==> src/include/poc_pkg.sv <==
// package for the pluggable optic control pin logic
// assumes a 25 MHz system clock and a synchronous active-high reset
package poc_pkg;
  // clock rate in MHz, period 40 ns
  localparam int unsigned CLK_MHZ = 25;
  // laser-off to optical output below 10 %, longest time in us
  localparam int unsigned T_OFF_US = 10;
  localparam int unsigned OFF_CYC = T_OFF_US * CLK_MHZ;
  // laser-off release to modulated output above 90 %, longest time in ms
  localparam int unsigned T_ON_MS = 1;
  localparam int unsigned ON_CYC = T_ON_MS * 1000 * CLK_MHZ;
  // initialisation time, longest, in ms
  localparam int unsigned T_INIT_MS = 300;
  localparam int unsigned INIT_CYC = T_INIT_MS * 1000 * CLK_MHZ;
  // fault flag assert time, longest, in us
  localparam int unsigned T_FAULT_US = 100;
  localparam int unsigned FAULT_CYC = T_FAULT_US * CLK_MHZ;
  // least hold time of laser-off that clears a latched fault, in us
  localparam int unsigned T_RESET_US = 10;
  localparam int unsigned RESET_CYC = T_RESET_US * CLK_MHZ;
  // loss-of-signal assert and deassert times, longest, in us
  localparam int unsigned T_LOSS_US = 100;
  localparam int unsigned LOSS_CYC = T_LOSS_US * CLK_MHZ;
  // id link: seven-bit device address of the diagnostic page
  localparam logic [6:0] DIAG_DEV_ADDR = 7'h51;
  // status/control byte and its bit positions
  localparam logic [7:0] STATUS_BYTE_ADDR = 8'h6e;
  localparam int unsigned FAULT_BIT = 2;
  localparam int unsigned RX_LOW_BIT = 1;
  localparam int unsigned NOT_READY_BIT = 0;
  // reset values
  localparam logic [7:0] PTR_RST = 8'h00;
  localparam logic [7:0] BYTE_ZERO = 8'h00;

  // live state mirrored into the status byte
  typedef struct packed {
    logic fault;
    logic rx_low;
    logic not_ready;
  } poc_status_t;

  // open-drain pin: output level and enable
  typedef struct packed {
    logic out;
    logic oe;
  } poc_od_t;

  typedef enum logic [2:0] {
    POC_IDLE,
    POC_RX,
    POC_ACK_OUT,
    POC_TX,
    POC_ACK_IN
  } poc_id_state_t;

  typedef enum logic [1:0] {
    POC_PH_DEV,
    POC_PH_WORD,
    POC_PH_DATA
  } poc_phase_t;
endpackage

==> src/core/poc_ctrl.sv <==
// control pin logic of a pluggable optical transceiver: laser-off request,
// latched laser fault, received-power loss flag, presence strap and the
// two-wire identification link serving the diagnostic status byte
// assumes pins arrive asynchronous to clk_sys; open-drain pins are resolved
// outside from out/oe; fault and loss sensors are level signals from analog

// Operation
// the transmitter is on only while the laser-off request is low, off while high or open.
// the fault pin is pulled low in normal operation and released high on a laser fault.
// the presence strap is always driven to ground.
// identification travels on a two-wire link, a clock line and a bidirectional data line.
// the speed choice pin is ignored and no rate selection is needed.
// the loss flag is low while received power is adequate and high when it is too low.
// a rising laser-off request turns the optical output off within 10 us.
// a falling laser-off request turns the optical output on within 1 ms.
// initialisation, with the fault flag cleared, ends within 300 ms of power-on or fault clear.
// the fault flag rises within 100 us of a laser fault.
// a laser-off request held high for at least 10 us clears a latched fault.
// the loss flag rises within 100 us of entering loss of signal.
// the loss flag falls within 100 us of power returning.
// the host clocks the identification link no faster than 100 kHz.
// the fault state is mirrored into bit 2 of diagnostic byte 110.
// the loss state is mirrored into bit 1 of diagnostic byte 110.
// a fault stays latched until a qualifying clear pulse or a power cycle.
module poc_ctrl
  import poc_pkg::*;
#(
  parameter int unsigned INIT_CYCLES = INIT_CYC,
  parameter int unsigned CLEAR_CYCLES = RESET_CYC
) (
  input wire logic clk_sys,
  input wire logic rst,
  input wire logic laser_off_request,
  input wire logic laser_fault_detect,
  input wire logic rx_power_detect_low,
  input wire logic id_link_clock_line,
  input wire logic id_link_data_line_in,
  output logic id_link_data_line_out,
  output logic id_link_data_line_oe,
  output logic laser_enable,
  output logic laser_fault_flag_out,
  output logic laser_fault_flag_oe,
  output logic rx_power_low_flag_out,
  output logic rx_power_low_flag_oe,
  output logic presence_strap_out,
  output logic presence_strap_oe
);
  // counter widths follow the configured cycle counts
  localparam int unsigned IW = $clog2(INIT_CYCLES + 1);
  localparam int unsigned CW = $clog2(CLEAR_CYCLES + 1);

  // status byte as read over the id link
  function automatic logic [7:0] status_byte(input logic [7:0] ptr, input poc_status_t st);
    logic [7:0] b;
    b = BYTE_ZERO;
    if (ptr == STATUS_BYTE_ADDR) begin
      b[FAULT_BIT] = st.fault;
      b[RX_LOW_BIT] = st.rx_low;
      b[NOT_READY_BIT] = st.not_ready;
    end
    return b;
  endfunction

  // two-flop synchronisers for every pin and sensor input
  logic [1:0] req_sync_reg, fdet_sync_reg, rxl_sync_reg, scl_sync_reg, sda_sync_reg;
  logic scl_prev_reg, sda_prev_reg;
  always_ff @(posedge clk_sys) begin
    if (rst) begin
      req_sync_reg <= 2'h3; // an open request reads high
      fdet_sync_reg <= 2'h0;
      rxl_sync_reg <= 2'h0;
      scl_sync_reg <= 2'h3;
      sda_sync_reg <= 2'h3;
      scl_prev_reg <= 1'h1;
      sda_prev_reg <= 1'h1;
    end else begin
      req_sync_reg <= {req_sync_reg[0], laser_off_request};
      fdet_sync_reg <= {fdet_sync_reg[0], laser_fault_detect};
      rxl_sync_reg <= {rxl_sync_reg[0], rx_power_detect_low};
      scl_sync_reg <= {scl_sync_reg[0], id_link_clock_line};
      sda_sync_reg <= {sda_sync_reg[0], id_link_data_line_in};
      scl_prev_reg <= scl_sync_reg[1];
      sda_prev_reg <= sda_sync_reg[1];
    end
  end

  // only the second flop of each synchroniser is read by logic
  wire logic req_s = req_sync_reg[1];
  wire logic fdet_s = fdet_sync_reg[1];
  wire logic rxl_s = rxl_sync_reg[1];
  wire logic scl_s = scl_sync_reg[1];
  wire logic sda_s = sda_sync_reg[1];

  // laser control state
  logic fault_reg, fault_next;
  logic [IW-1:0] init_cnt_reg, init_cnt_next;
  logic [CW-1:0] hold_cnt_reg, hold_cnt_next;
  logic laser_en_reg, laser_en_next;
  logic rxl_reg, rxl_next;
  poc_status_t status;

  // fault latch, clear-pulse timer and init timer; sensing takes three
  // cycles, far inside the 10 us and 100 us limits
  always_comb begin
    hold_cnt_next = hold_cnt_reg;
    init_cnt_next = init_cnt_reg;
    fault_next = fault_reg;
    if (!req_s) begin
      hold_cnt_next = '0;
    end else if (hold_cnt_reg != CW'(CLEAR_CYCLES)) begin
      hold_cnt_next = hold_cnt_reg + CW'(1);
    end
    if (init_cnt_reg != '0) begin
      init_cnt_next = init_cnt_reg - IW'(1);
    end
    // clear needs the full hold; a live fault still sets, set wins
    if (fault_reg && req_s && hold_cnt_reg == CW'(CLEAR_CYCLES - 1)) begin
      fault_next = 1'b0;
      init_cnt_next = IW'(INIT_CYCLES);
    end
    if (fdet_s) begin
      fault_next = 1'b1;
    end
    // off while request high or open, on when low and healthy
    laser_en_next = !req_s && !fault_next && (init_cnt_next == '0);
    rxl_next = rxl_s;
  end

  // laser control registers
  always_ff @(posedge clk_sys) begin
    if (rst) begin
      fault_reg <= 1'b0;
      init_cnt_reg <= IW'(INIT_CYCLES);
      hold_cnt_reg <= '0;
      laser_en_reg <= 1'b0;
      rxl_reg <= 1'b0;
    end else begin
      fault_reg <= fault_next;
      init_cnt_reg <= init_cnt_next;
      hold_cnt_reg <= hold_cnt_next;
      laser_en_reg <= laser_en_next;
      rxl_reg <= rxl_next;
    end
  end

  // live status for the byte read over the id link; one driver for the whole struct
  assign status = '{fault: fault_reg, rx_low: rxl_reg, not_ready: (init_cnt_reg != '0)};

  // open-drain flags: enable pulls low, released means high
  poc_od_t fault_pin_reg, rxl_pin_reg, strap_pin_reg;
  always_ff @(posedge clk_sys) begin
    if (rst) begin
      fault_pin_reg <= '{out: 1'b0, oe: 1'b1};
      rxl_pin_reg <= '{out: 1'b0, oe: 1'b1};
      strap_pin_reg <= '{out: 1'b0, oe: 1'b1};
    end else begin
      fault_pin_reg <= '{out: 1'b0, oe: !fault_next};
      rxl_pin_reg <= '{out: 1'b0, oe: !rxl_next};
      strap_pin_reg <= '{out: 1'b0, oe: 1'b1};
    end
  end

  // id link slave, read-only: writes only move the byte pointer
  poc_id_state_t st_reg, st_next;
  poc_phase_t ph_reg, ph_next;
  logic [7:0] sh_reg, sh_next, ptr_reg, ptr_next;
  logic [3:0] cnt_reg, cnt_next;
  logic rd_reg, rd_next, sda_oe_reg, sda_oe_next;
  // byte at the pointer; a function result cannot be part-selected directly
  wire logic [7:0] rd_byte = status_byte(ptr_reg, status);
  // line events from synchronised copies; start and stop need the clock high twice
  wire logic scl_rise = scl_s && !scl_prev_reg;
  wire logic scl_fall = !scl_s && scl_prev_reg;
  wire logic start_c = scl_s && scl_prev_reg && !sda_s && sda_prev_reg;
  wire logic stop_c = scl_s && scl_prev_reg && sda_s && !sda_prev_reg;

  // edge-driven; relies on the host keeping the clock slow enough to sample
  always_comb begin
    st_next = st_reg;
    ph_next = ph_reg;
    sh_next = sh_reg;
    ptr_next = ptr_reg;
    cnt_next = cnt_reg;
    rd_next = rd_reg;
    sda_oe_next = sda_oe_reg;
    if (start_c) begin
      st_next = POC_RX;
      ph_next = POC_PH_DEV;
      cnt_next = 4'h0;
      sda_oe_next = 1'b0;
    end else if (stop_c) begin
      st_next = POC_IDLE;
      sda_oe_next = 1'b0;
    end else begin
      case (st_reg)
        POC_IDLE: begin
          sda_oe_next = 1'b0;
        end
        POC_RX: begin
          if (scl_rise && cnt_reg != 4'h8) begin
            sh_next = {sh_reg[6:0], sda_s};
            cnt_next = cnt_reg + 4'h1;
          end else if (scl_fall && cnt_reg == 4'h8) begin
            cnt_next = 4'h0;
            st_next = POC_ACK_OUT;
            sda_oe_next = 1'b1; // acknowledge by pulling low
            case (ph_reg)
              POC_PH_DEV: begin
                rd_next = sh_reg[0];
                if (sh_reg[7:1] != DIAG_DEV_ADDR) begin
                  st_next = POC_IDLE;
                  sda_oe_next = 1'b0;
                end
              end
              POC_PH_WORD: ptr_next = sh_reg;
              default: ptr_next = ptr_reg + 8'h01;
            endcase
          end
        end
        POC_ACK_OUT: begin
          // a read starts sending at once, a write goes on to the next byte
          if (scl_fall) begin
            if (ph_reg == POC_PH_DEV && rd_reg) begin
              sh_next = {rd_byte[6:0], 1'b0};
              sda_oe_next = !rd_byte[7];
              cnt_next = 4'h1;
              st_next = POC_TX;
            end else begin
              sda_oe_next = 1'b0;
              st_next = POC_RX;
              ph_next = (ph_reg == POC_PH_DEV) ? POC_PH_WORD : POC_PH_DATA;
            end
          end
        end
        POC_TX: begin
          if (scl_fall) begin
            if (cnt_reg == 4'h8) begin
              sda_oe_next = 1'b0; // let the host answer
              st_next = POC_ACK_IN;
            end else begin
              sda_oe_next = !sh_reg[7];
              sh_next = {sh_reg[6:0], 1'b0};
              cnt_next = cnt_reg + 4'h1;
            end
          end
        end
        POC_ACK_IN: begin
          // host ack moves on to the next byte, a nack ends the read
          if (scl_rise) begin
            if (sda_s) begin
              st_next = POC_IDLE; // host ends the read
            end else begin
              ptr_next = ptr_reg + 8'h01;
            end
          end else if (scl_fall) begin
            sh_next = {rd_byte[6:0], 1'b0};
            sda_oe_next = !rd_byte[7];
            cnt_next = 4'h1;
            st_next = POC_TX;
          end
        end
        default: begin
          st_next = POC_IDLE;
          sda_oe_next = 1'b0;
        end
      endcase
    end
  end

  // id link registers
  always_ff @(posedge clk_sys) begin
    if (rst) begin
      st_reg <= POC_IDLE;
      ph_reg <= POC_PH_DEV;
      sh_reg <= BYTE_ZERO;
      ptr_reg <= PTR_RST;
      cnt_reg <= 4'h0;
      rd_reg <= 1'b0;
      sda_oe_reg <= 1'b0;
    end else begin
      st_reg <= st_next;
      ph_reg <= ph_next;
      sh_reg <= sh_next;
      ptr_reg <= ptr_next;
      cnt_reg <= cnt_next;
      rd_reg <= rd_next;
      sda_oe_reg <= sda_oe_next;
    end
  end

  // outputs straight from flops, except the data line level, a constant low; the speed choice pin has no port at all
  assign laser_enable = laser_en_reg;
  assign laser_fault_flag_out = fault_pin_reg.out;
  assign laser_fault_flag_oe = fault_pin_reg.oe;
  assign rx_power_low_flag_out = rxl_pin_reg.out;
  assign rx_power_low_flag_oe = rxl_pin_reg.oe;
  assign presence_strap_out = strap_pin_reg.out;
  assign presence_strap_oe = strap_pin_reg.oe;
  // data line is only ever pulled low; a one comes from the host pull-up
  assign id_link_data_line_out = 1'b0;
  assign id_link_data_line_oe = sda_oe_reg;
endmodule

==> config.mk <==
export PLATFORM = sky130hd
export DESIGN_NAME = poc_ctrl
export DESIGN_NICKNAME = d
export VERILOG_FILES = /design/src/include/poc_pkg.sv /design/src/core/poc_ctrl.sv
export SDC_FILE = /design/constraint.sdc
export NUM_CORES = 1
export LEC_CHECK = 0
export ABC_AREA = 1
export ABC_CLOCK_PERIOD_IN_PS = 2000
export BUFFER_PORTS_ARGS = -buffer_cell sky130_fd_sc_hd__buf_4
export CORE_ASPECT_RATIO = 1.4
export CORE_MARGIN = 1.5
export CORE_UTILIZATION = 53
export DETAILED_ROUTE_END_ITERATION = 12
export GPL_TIMING_DRIVEN = 0
export PLACE_DENSITY = 0.72
export RECOVER_POWER = 50
export SYNTH_ARGS = -nofsm -noshare
export SYNTH_HDL_FRONTEND = slang
export SYNTH_SLANG_ARGS = --single-unit
==> constraint.sdc <==
create_clock -name clk_sys -period 2 [get_ports clk_sys]
set_clock_uncertainty 0.15 [all_clocks]
set_input_delay 0.2 -clock clk_sys [delete_from_list [all_inputs] [get_ports clk_sys]]
set_output_delay 0.2 -clock clk_sys [all_outputs]
set_load 0.01 [all_outputs]
Yosys cells after proc, flatten, opt, wreduce, memory -nomap -nowiden

Index checks and enable logic that the tools add are counted.

Register bits after elaboration: 77
Input bits: 7
Logic and storage cells: 162

Bitwise gates (word level): 6
Reductions and logical operators: 39
Equality and inequality tests: 35
Muxes and demuxes: 54
$add $sub $neg: 4

Operators with widths:

| operator              | count |
|---|---|
| $mux 8                | 11 |
| $mux 23               | 2 |
| $mux 4                | 8 |
| $pmux 8 s2            | 2 |
| $pmux 8 s4            | 1 |
| $mux 3                | 9 |
| $ne 2x2->1 const B    | 13 |
| $ne 4x4->1 const B    | 6 |
| $reduce_and 8->1      | 3 |
| $logic_not 23->1      | 1 |
| $reduce_bool 23->1    | 1 |
| $sub 23x1->23 const B | 1 |
| $add 8x1->8 const B   | 2 |
| $pmux 4 s4            | 1 |
| $pmux 3 s5            | 1 |
| $logic_and 1x1->1     | 14 |
| $mux 1                | 14 |
| $ne 3x3->1 const B    | 4 |
| $reduce_and 6->1      | 2 |
| $ne 5x5->1 const B    | 2 |
| $reduce_and 10->1     | 1 |
| $reduce_and 9->1      | 1 |
| $eq 8x7->1 const B    | 1 |
| $eq 8x8->1 const B    | 1 |
| other kinds (19)      | 36 |

Depth between registers and ports, before layout

Depth in word-level cells: 8
Depth in mapped cells: 14
Gate-level depth less buffers: 14

Least setup slack after synthesis

Ideal clock, no wire load.

Path type: reg-to-reg
Start: register init_cnt_reg[0]
End: register laser_en_reg, in the netlist laser_enable
Setup time: 0.073 ns
Arrival: 1.534 ns
Cell stages (with the launch flop): 13
Slack: 0.243 ns
Data required time: 1.777 ns
Clock period less this slack: 1.757 ns
Path buffers: 0
Path through: dfxtp_1 -> inv_1 -> ha_1 -> inv_1 -> nor2_1 -> nand3_1 -> nand2_1 -> nand2_1 -> nor2_1 -> nand2_1 -> nor2_1 -> nand2_1 -> nor3_2

Cells in the longest elaborated chain, start to end: 5
Elaborated cells on any way between the ends: 6
Those cells by class: 1 x add/sub; 2 x mux; 3 x reduce/logical

RTL lines:

| element                                             | RTL line                         | source |
|---|---|---|
| start, declared                                     | poc_ctrl.sv:96                   | `logic [IW-1:0] init_cnt_reg, init_cnt_next;` |
| start signal, assigned                              | poc_ctrl.sv:133                  | `init_cnt_reg <= IW'(INIT_CYCLES);` |
| start signal, assigned                              | poc_ctrl.sv:139                  | `init_cnt_reg <= init_cnt_next;` |
| $sub 23x1->23 or $reduce_bool 23->1 (tied branches) | poc_ctrl.sv:114, poc_ctrl.sv:113 |  |
| $mux 23 (*)                                         | poc_ctrl.sv:113                  | `if (init_cnt_reg != '0) begin` |
| $mux 23 (*)                                         | poc_ctrl.sv:117                  | `if (fault_reg && req_s && hold_cnt_reg == CW'(CLEAR_CYCLES - 1)) begin` |
| $logic_not 23->1 (*)                                | poc_ctrl.sv:125                  | `laser_en_next = !req_s && !fault_next && (init_cnt_next == '0);` |
| $logic_and 1x1->1 (*)                               | poc_ctrl.sv:125                  |  |
| end signal, assigned                                | poc_ctrl.sv:141                  | `laser_en_reg <= laser_en_next;` |
| end, declared                                       | poc_ctrl.sv:98                   | `logic laser_en_reg, laser_en_next;` |

Every way passes the cells marked *; elsewhere a longest branch is shown, timed or not.
A chain may end at the register's enable or synchronous reset.

Worst setup path after layout

Start: register init_cnt_reg[4]
End: register laser_en_reg, in the netlist laser_enable

The elaborated chain is that of the path after synthesis.

==> metrics.txt <==
First-pass DRT Iterations=7; peak supply drop=588 uV; Tcrit/Tclk final=101%; ys flop type=dfxtp_1; Max Fanout on Critical Path=5; power per cell area=726 nW/um^2; post-synth cell types=46; clock buffer depth=2; failing checks=setup timing; fill count=732; YS warnings=0; Num CTS Buffers=9; worst hold path class=flip-flop to flip-flop; Critical Path Start=init_cnt_reg[4]$_SDFF_PP0_; die area=8640 sq um; post-synthesis cell area=4290 sq um; final setup TNS=-0.0113 ns; Vias/cell=5.47; Max-Cap Viols=0; wire per inst=14.3 um; cells after synthesis=622; Setup crit end kind=flip-flop; CTS root buffer=clkbuf_8; worst r2r src=init_cnt_reg[4]$_SDFF_PP0_; type of origin of the critical path=flip-flop; global-route wire length before repair=16800 um; Post-DRT Antenna Nets=0; area taken by multi-input logic gates=2600 sq um; #FFs+latches synth=75; Clk pwr share=35.8%; Final GP Congestion=0.985; share of post-route cells with drive strength above 1=23.1%; Setup CP Type=flip-flop to flip-flop; starting density of the core=55.0%; Switch Pwr=1.15 mW; placed cell count=735; post-place setup slack=-0.160 ns; Largest register FFs=23; Placed Area=4500 sq um; overall power=3.66 mW; Clock Sinks=75; Synth async-reset ratio=0%; combinational share of power=18.7%; I/O pin count=16; sequential fraction of design power=45.5%; FF/Latch Area=1520 sq um; htree depth=3; Max Freq=497 MHz; hold path start=req_sync_reg[0]$_SDFF_PP1_; vias post-DR=4198; vias in the first global route=3737; syn avg cell area=6.89 sq um; HPWL after DPL=7700 um; DRT iter0 DRCs=284; final-stage net count=681; core area=7800 sq um; Post-Route WL=11000 um; Cell Rows=38; Clock Latency Late Sink=0.37 ns; most frequent cells in the layout=126 x nand2_1, 76 x nor2_1, 66 x dfxtp_1, 64 x inv_1, 43 x nand3_1; Post-synth EDFFs=0; most common cell after layout, fill and taps aside=nand2_1; Die Wd=79.0 um; all-layer global routing usage=25.3%; register area share after synthesis=35.0%; die height=109 um; Remaining DRCs=0; Crit path arrival time=2.16 ns; worst-case hold slack=0.256 ns; Post-Layout Cell Count=767; # setup viols final=1; Crit path required time=2.15 ns; Max-slew headroom=55.1%; Int Power=2.51 mW; final core occ=64.7%; status=finished, violations left; largest net degree at the start of global routing=14; Worst-Margin Slew=0.673 ns; # diodes=0; CTS tree=yes; Design Area, Final=5050 sq um; initial antenna violation count=0; Hold Fails Final Rpt=0; Slew Viols, Final=0; Area Overhead vs Synth=17.7%; unrepaired setup endpoints after global routing=true; final setup margin=-0.0113 ns; buffers added on ports=10; Leak=2.04 nW; grt total ovfl=0; switching portion of total power=31.4%; Reg2Reg Setup Slack=-0.01 ns; Reg clk slew, reported paths=0.08 ns; Final min period=2.01 ns
per-layer routing:
layer / GRT usage [%] / up-vias / wire [um]
li1: - / 2078 / -
met1: 28.1 / 1952 / 4350
met2: 45.2 / 125 / 5750
met3: 4.98 / 43 / 367
met4: 13.7 / 0 / 520
met5: 0 / - / 0
cell type report:
class,count,area share (%)
Clock buffer,9,2.45
Clock inverter,7,1.83
Inverter,77,5.97
Sequential cell,75,30.0
Tap cell,100,2.48
Timing Repair Buffer,25,3.59
Buffer,16,2.06
Multi-Input combinational cell,458,51.6
worst max-delay path, cell delays in order (launching register included):
cell and delay [ns]:
dfxtp_1 0.37, nor2_2 0.17, nand2_2 0.14, nor2_4 0.20
nand3_2 0.21, o21ai_1 0.19, nand2_1 0.10, nor2_1 0.11
nand2_1 0.13, nor3_2 0.18
cell families after synthesis:
logic type,after synthesis,share of synthesized area [%]
AOI/OAI and AO/OA,78,11.5
xor gates and xnor gates,10,2.04
adders and majority gates,12,3.50
buffers and inverters,93,9.17
DFF,75,35.0
other,2,0.175
and+or+nand+nor,352,38.6
power by group through the flow:
stage,Sequential [mW],Combinational (mW),Clock (mW)
final,1.67,0.684,1.31
after global routing,1.67,0.756,1.39
after CTS,1.65,0.627,1.33
after detailed placement,1.69,0.614,0
after global placement,1.68,0.602,0
after floorplan,1.67,0.480,0
synth_stat cells (2+ instances only):
cell type,instances,area [sq um]
o21a_1,2,15.0
nand4_1,11,68.8
nor3_1,6,30.0
nor3_2,3,30.0
o211ai_1,5,37.5
o21ai_1,8,40.0
a21oi_2,6,52.6
a211oi_1,2,15.0
or2_2,10,62.6
inv_1,67,251
nor2_2,16,100
dfxtp_1,75,1500
xnor2_1,3,26.3
o21bai_1,2,15.0
ha_1,12,150
buf_4,5,37.5
a31oi_1,2,12.5
nand2_1,132,495
xor2_1,7,61.3
conb_1,2,7.51
o21ai_0,18,90.1
nor4_1,2,12.5
buf_2,3,15.0
a21oi_1,24,120
nor3b_1,6,45.0
nand3_1,47,235
buf_1,2,7.51
nand3b_1,7,52.6
nand2_2,14,87.6
nor2_1,90,338
clkbuf_1,4,15.0
a211oi_2,5,62.6
nor2_4,4,45.0
inv_2,8,30.0
path summary, 6_finish.rpt:
kind                                              endpoint  cells past startpoint
worst min-delay path            req_sync_reg[1]$_SDFF_PP1_                      1
worst min register to register  req_sync_reg[1]$_SDFF_PP1_                      1
worst max-delay path               laser_enable$_SDFF_PP0_                      9
worst max register to register     laser_enable$_SDFF_PP0_                      9
repair_timing:
action                                  4_1_cts  5_1_grt
pin swaps                                     0       14
gates cloned                                  0        1
gates resized for setup                       6       62
buffers inserted                              0       10
hold buffers                                  5        0
hold endpoints to repair                      5        0
endpoints found under the setup margin        7       26
(Power assumes the default switching activity.)
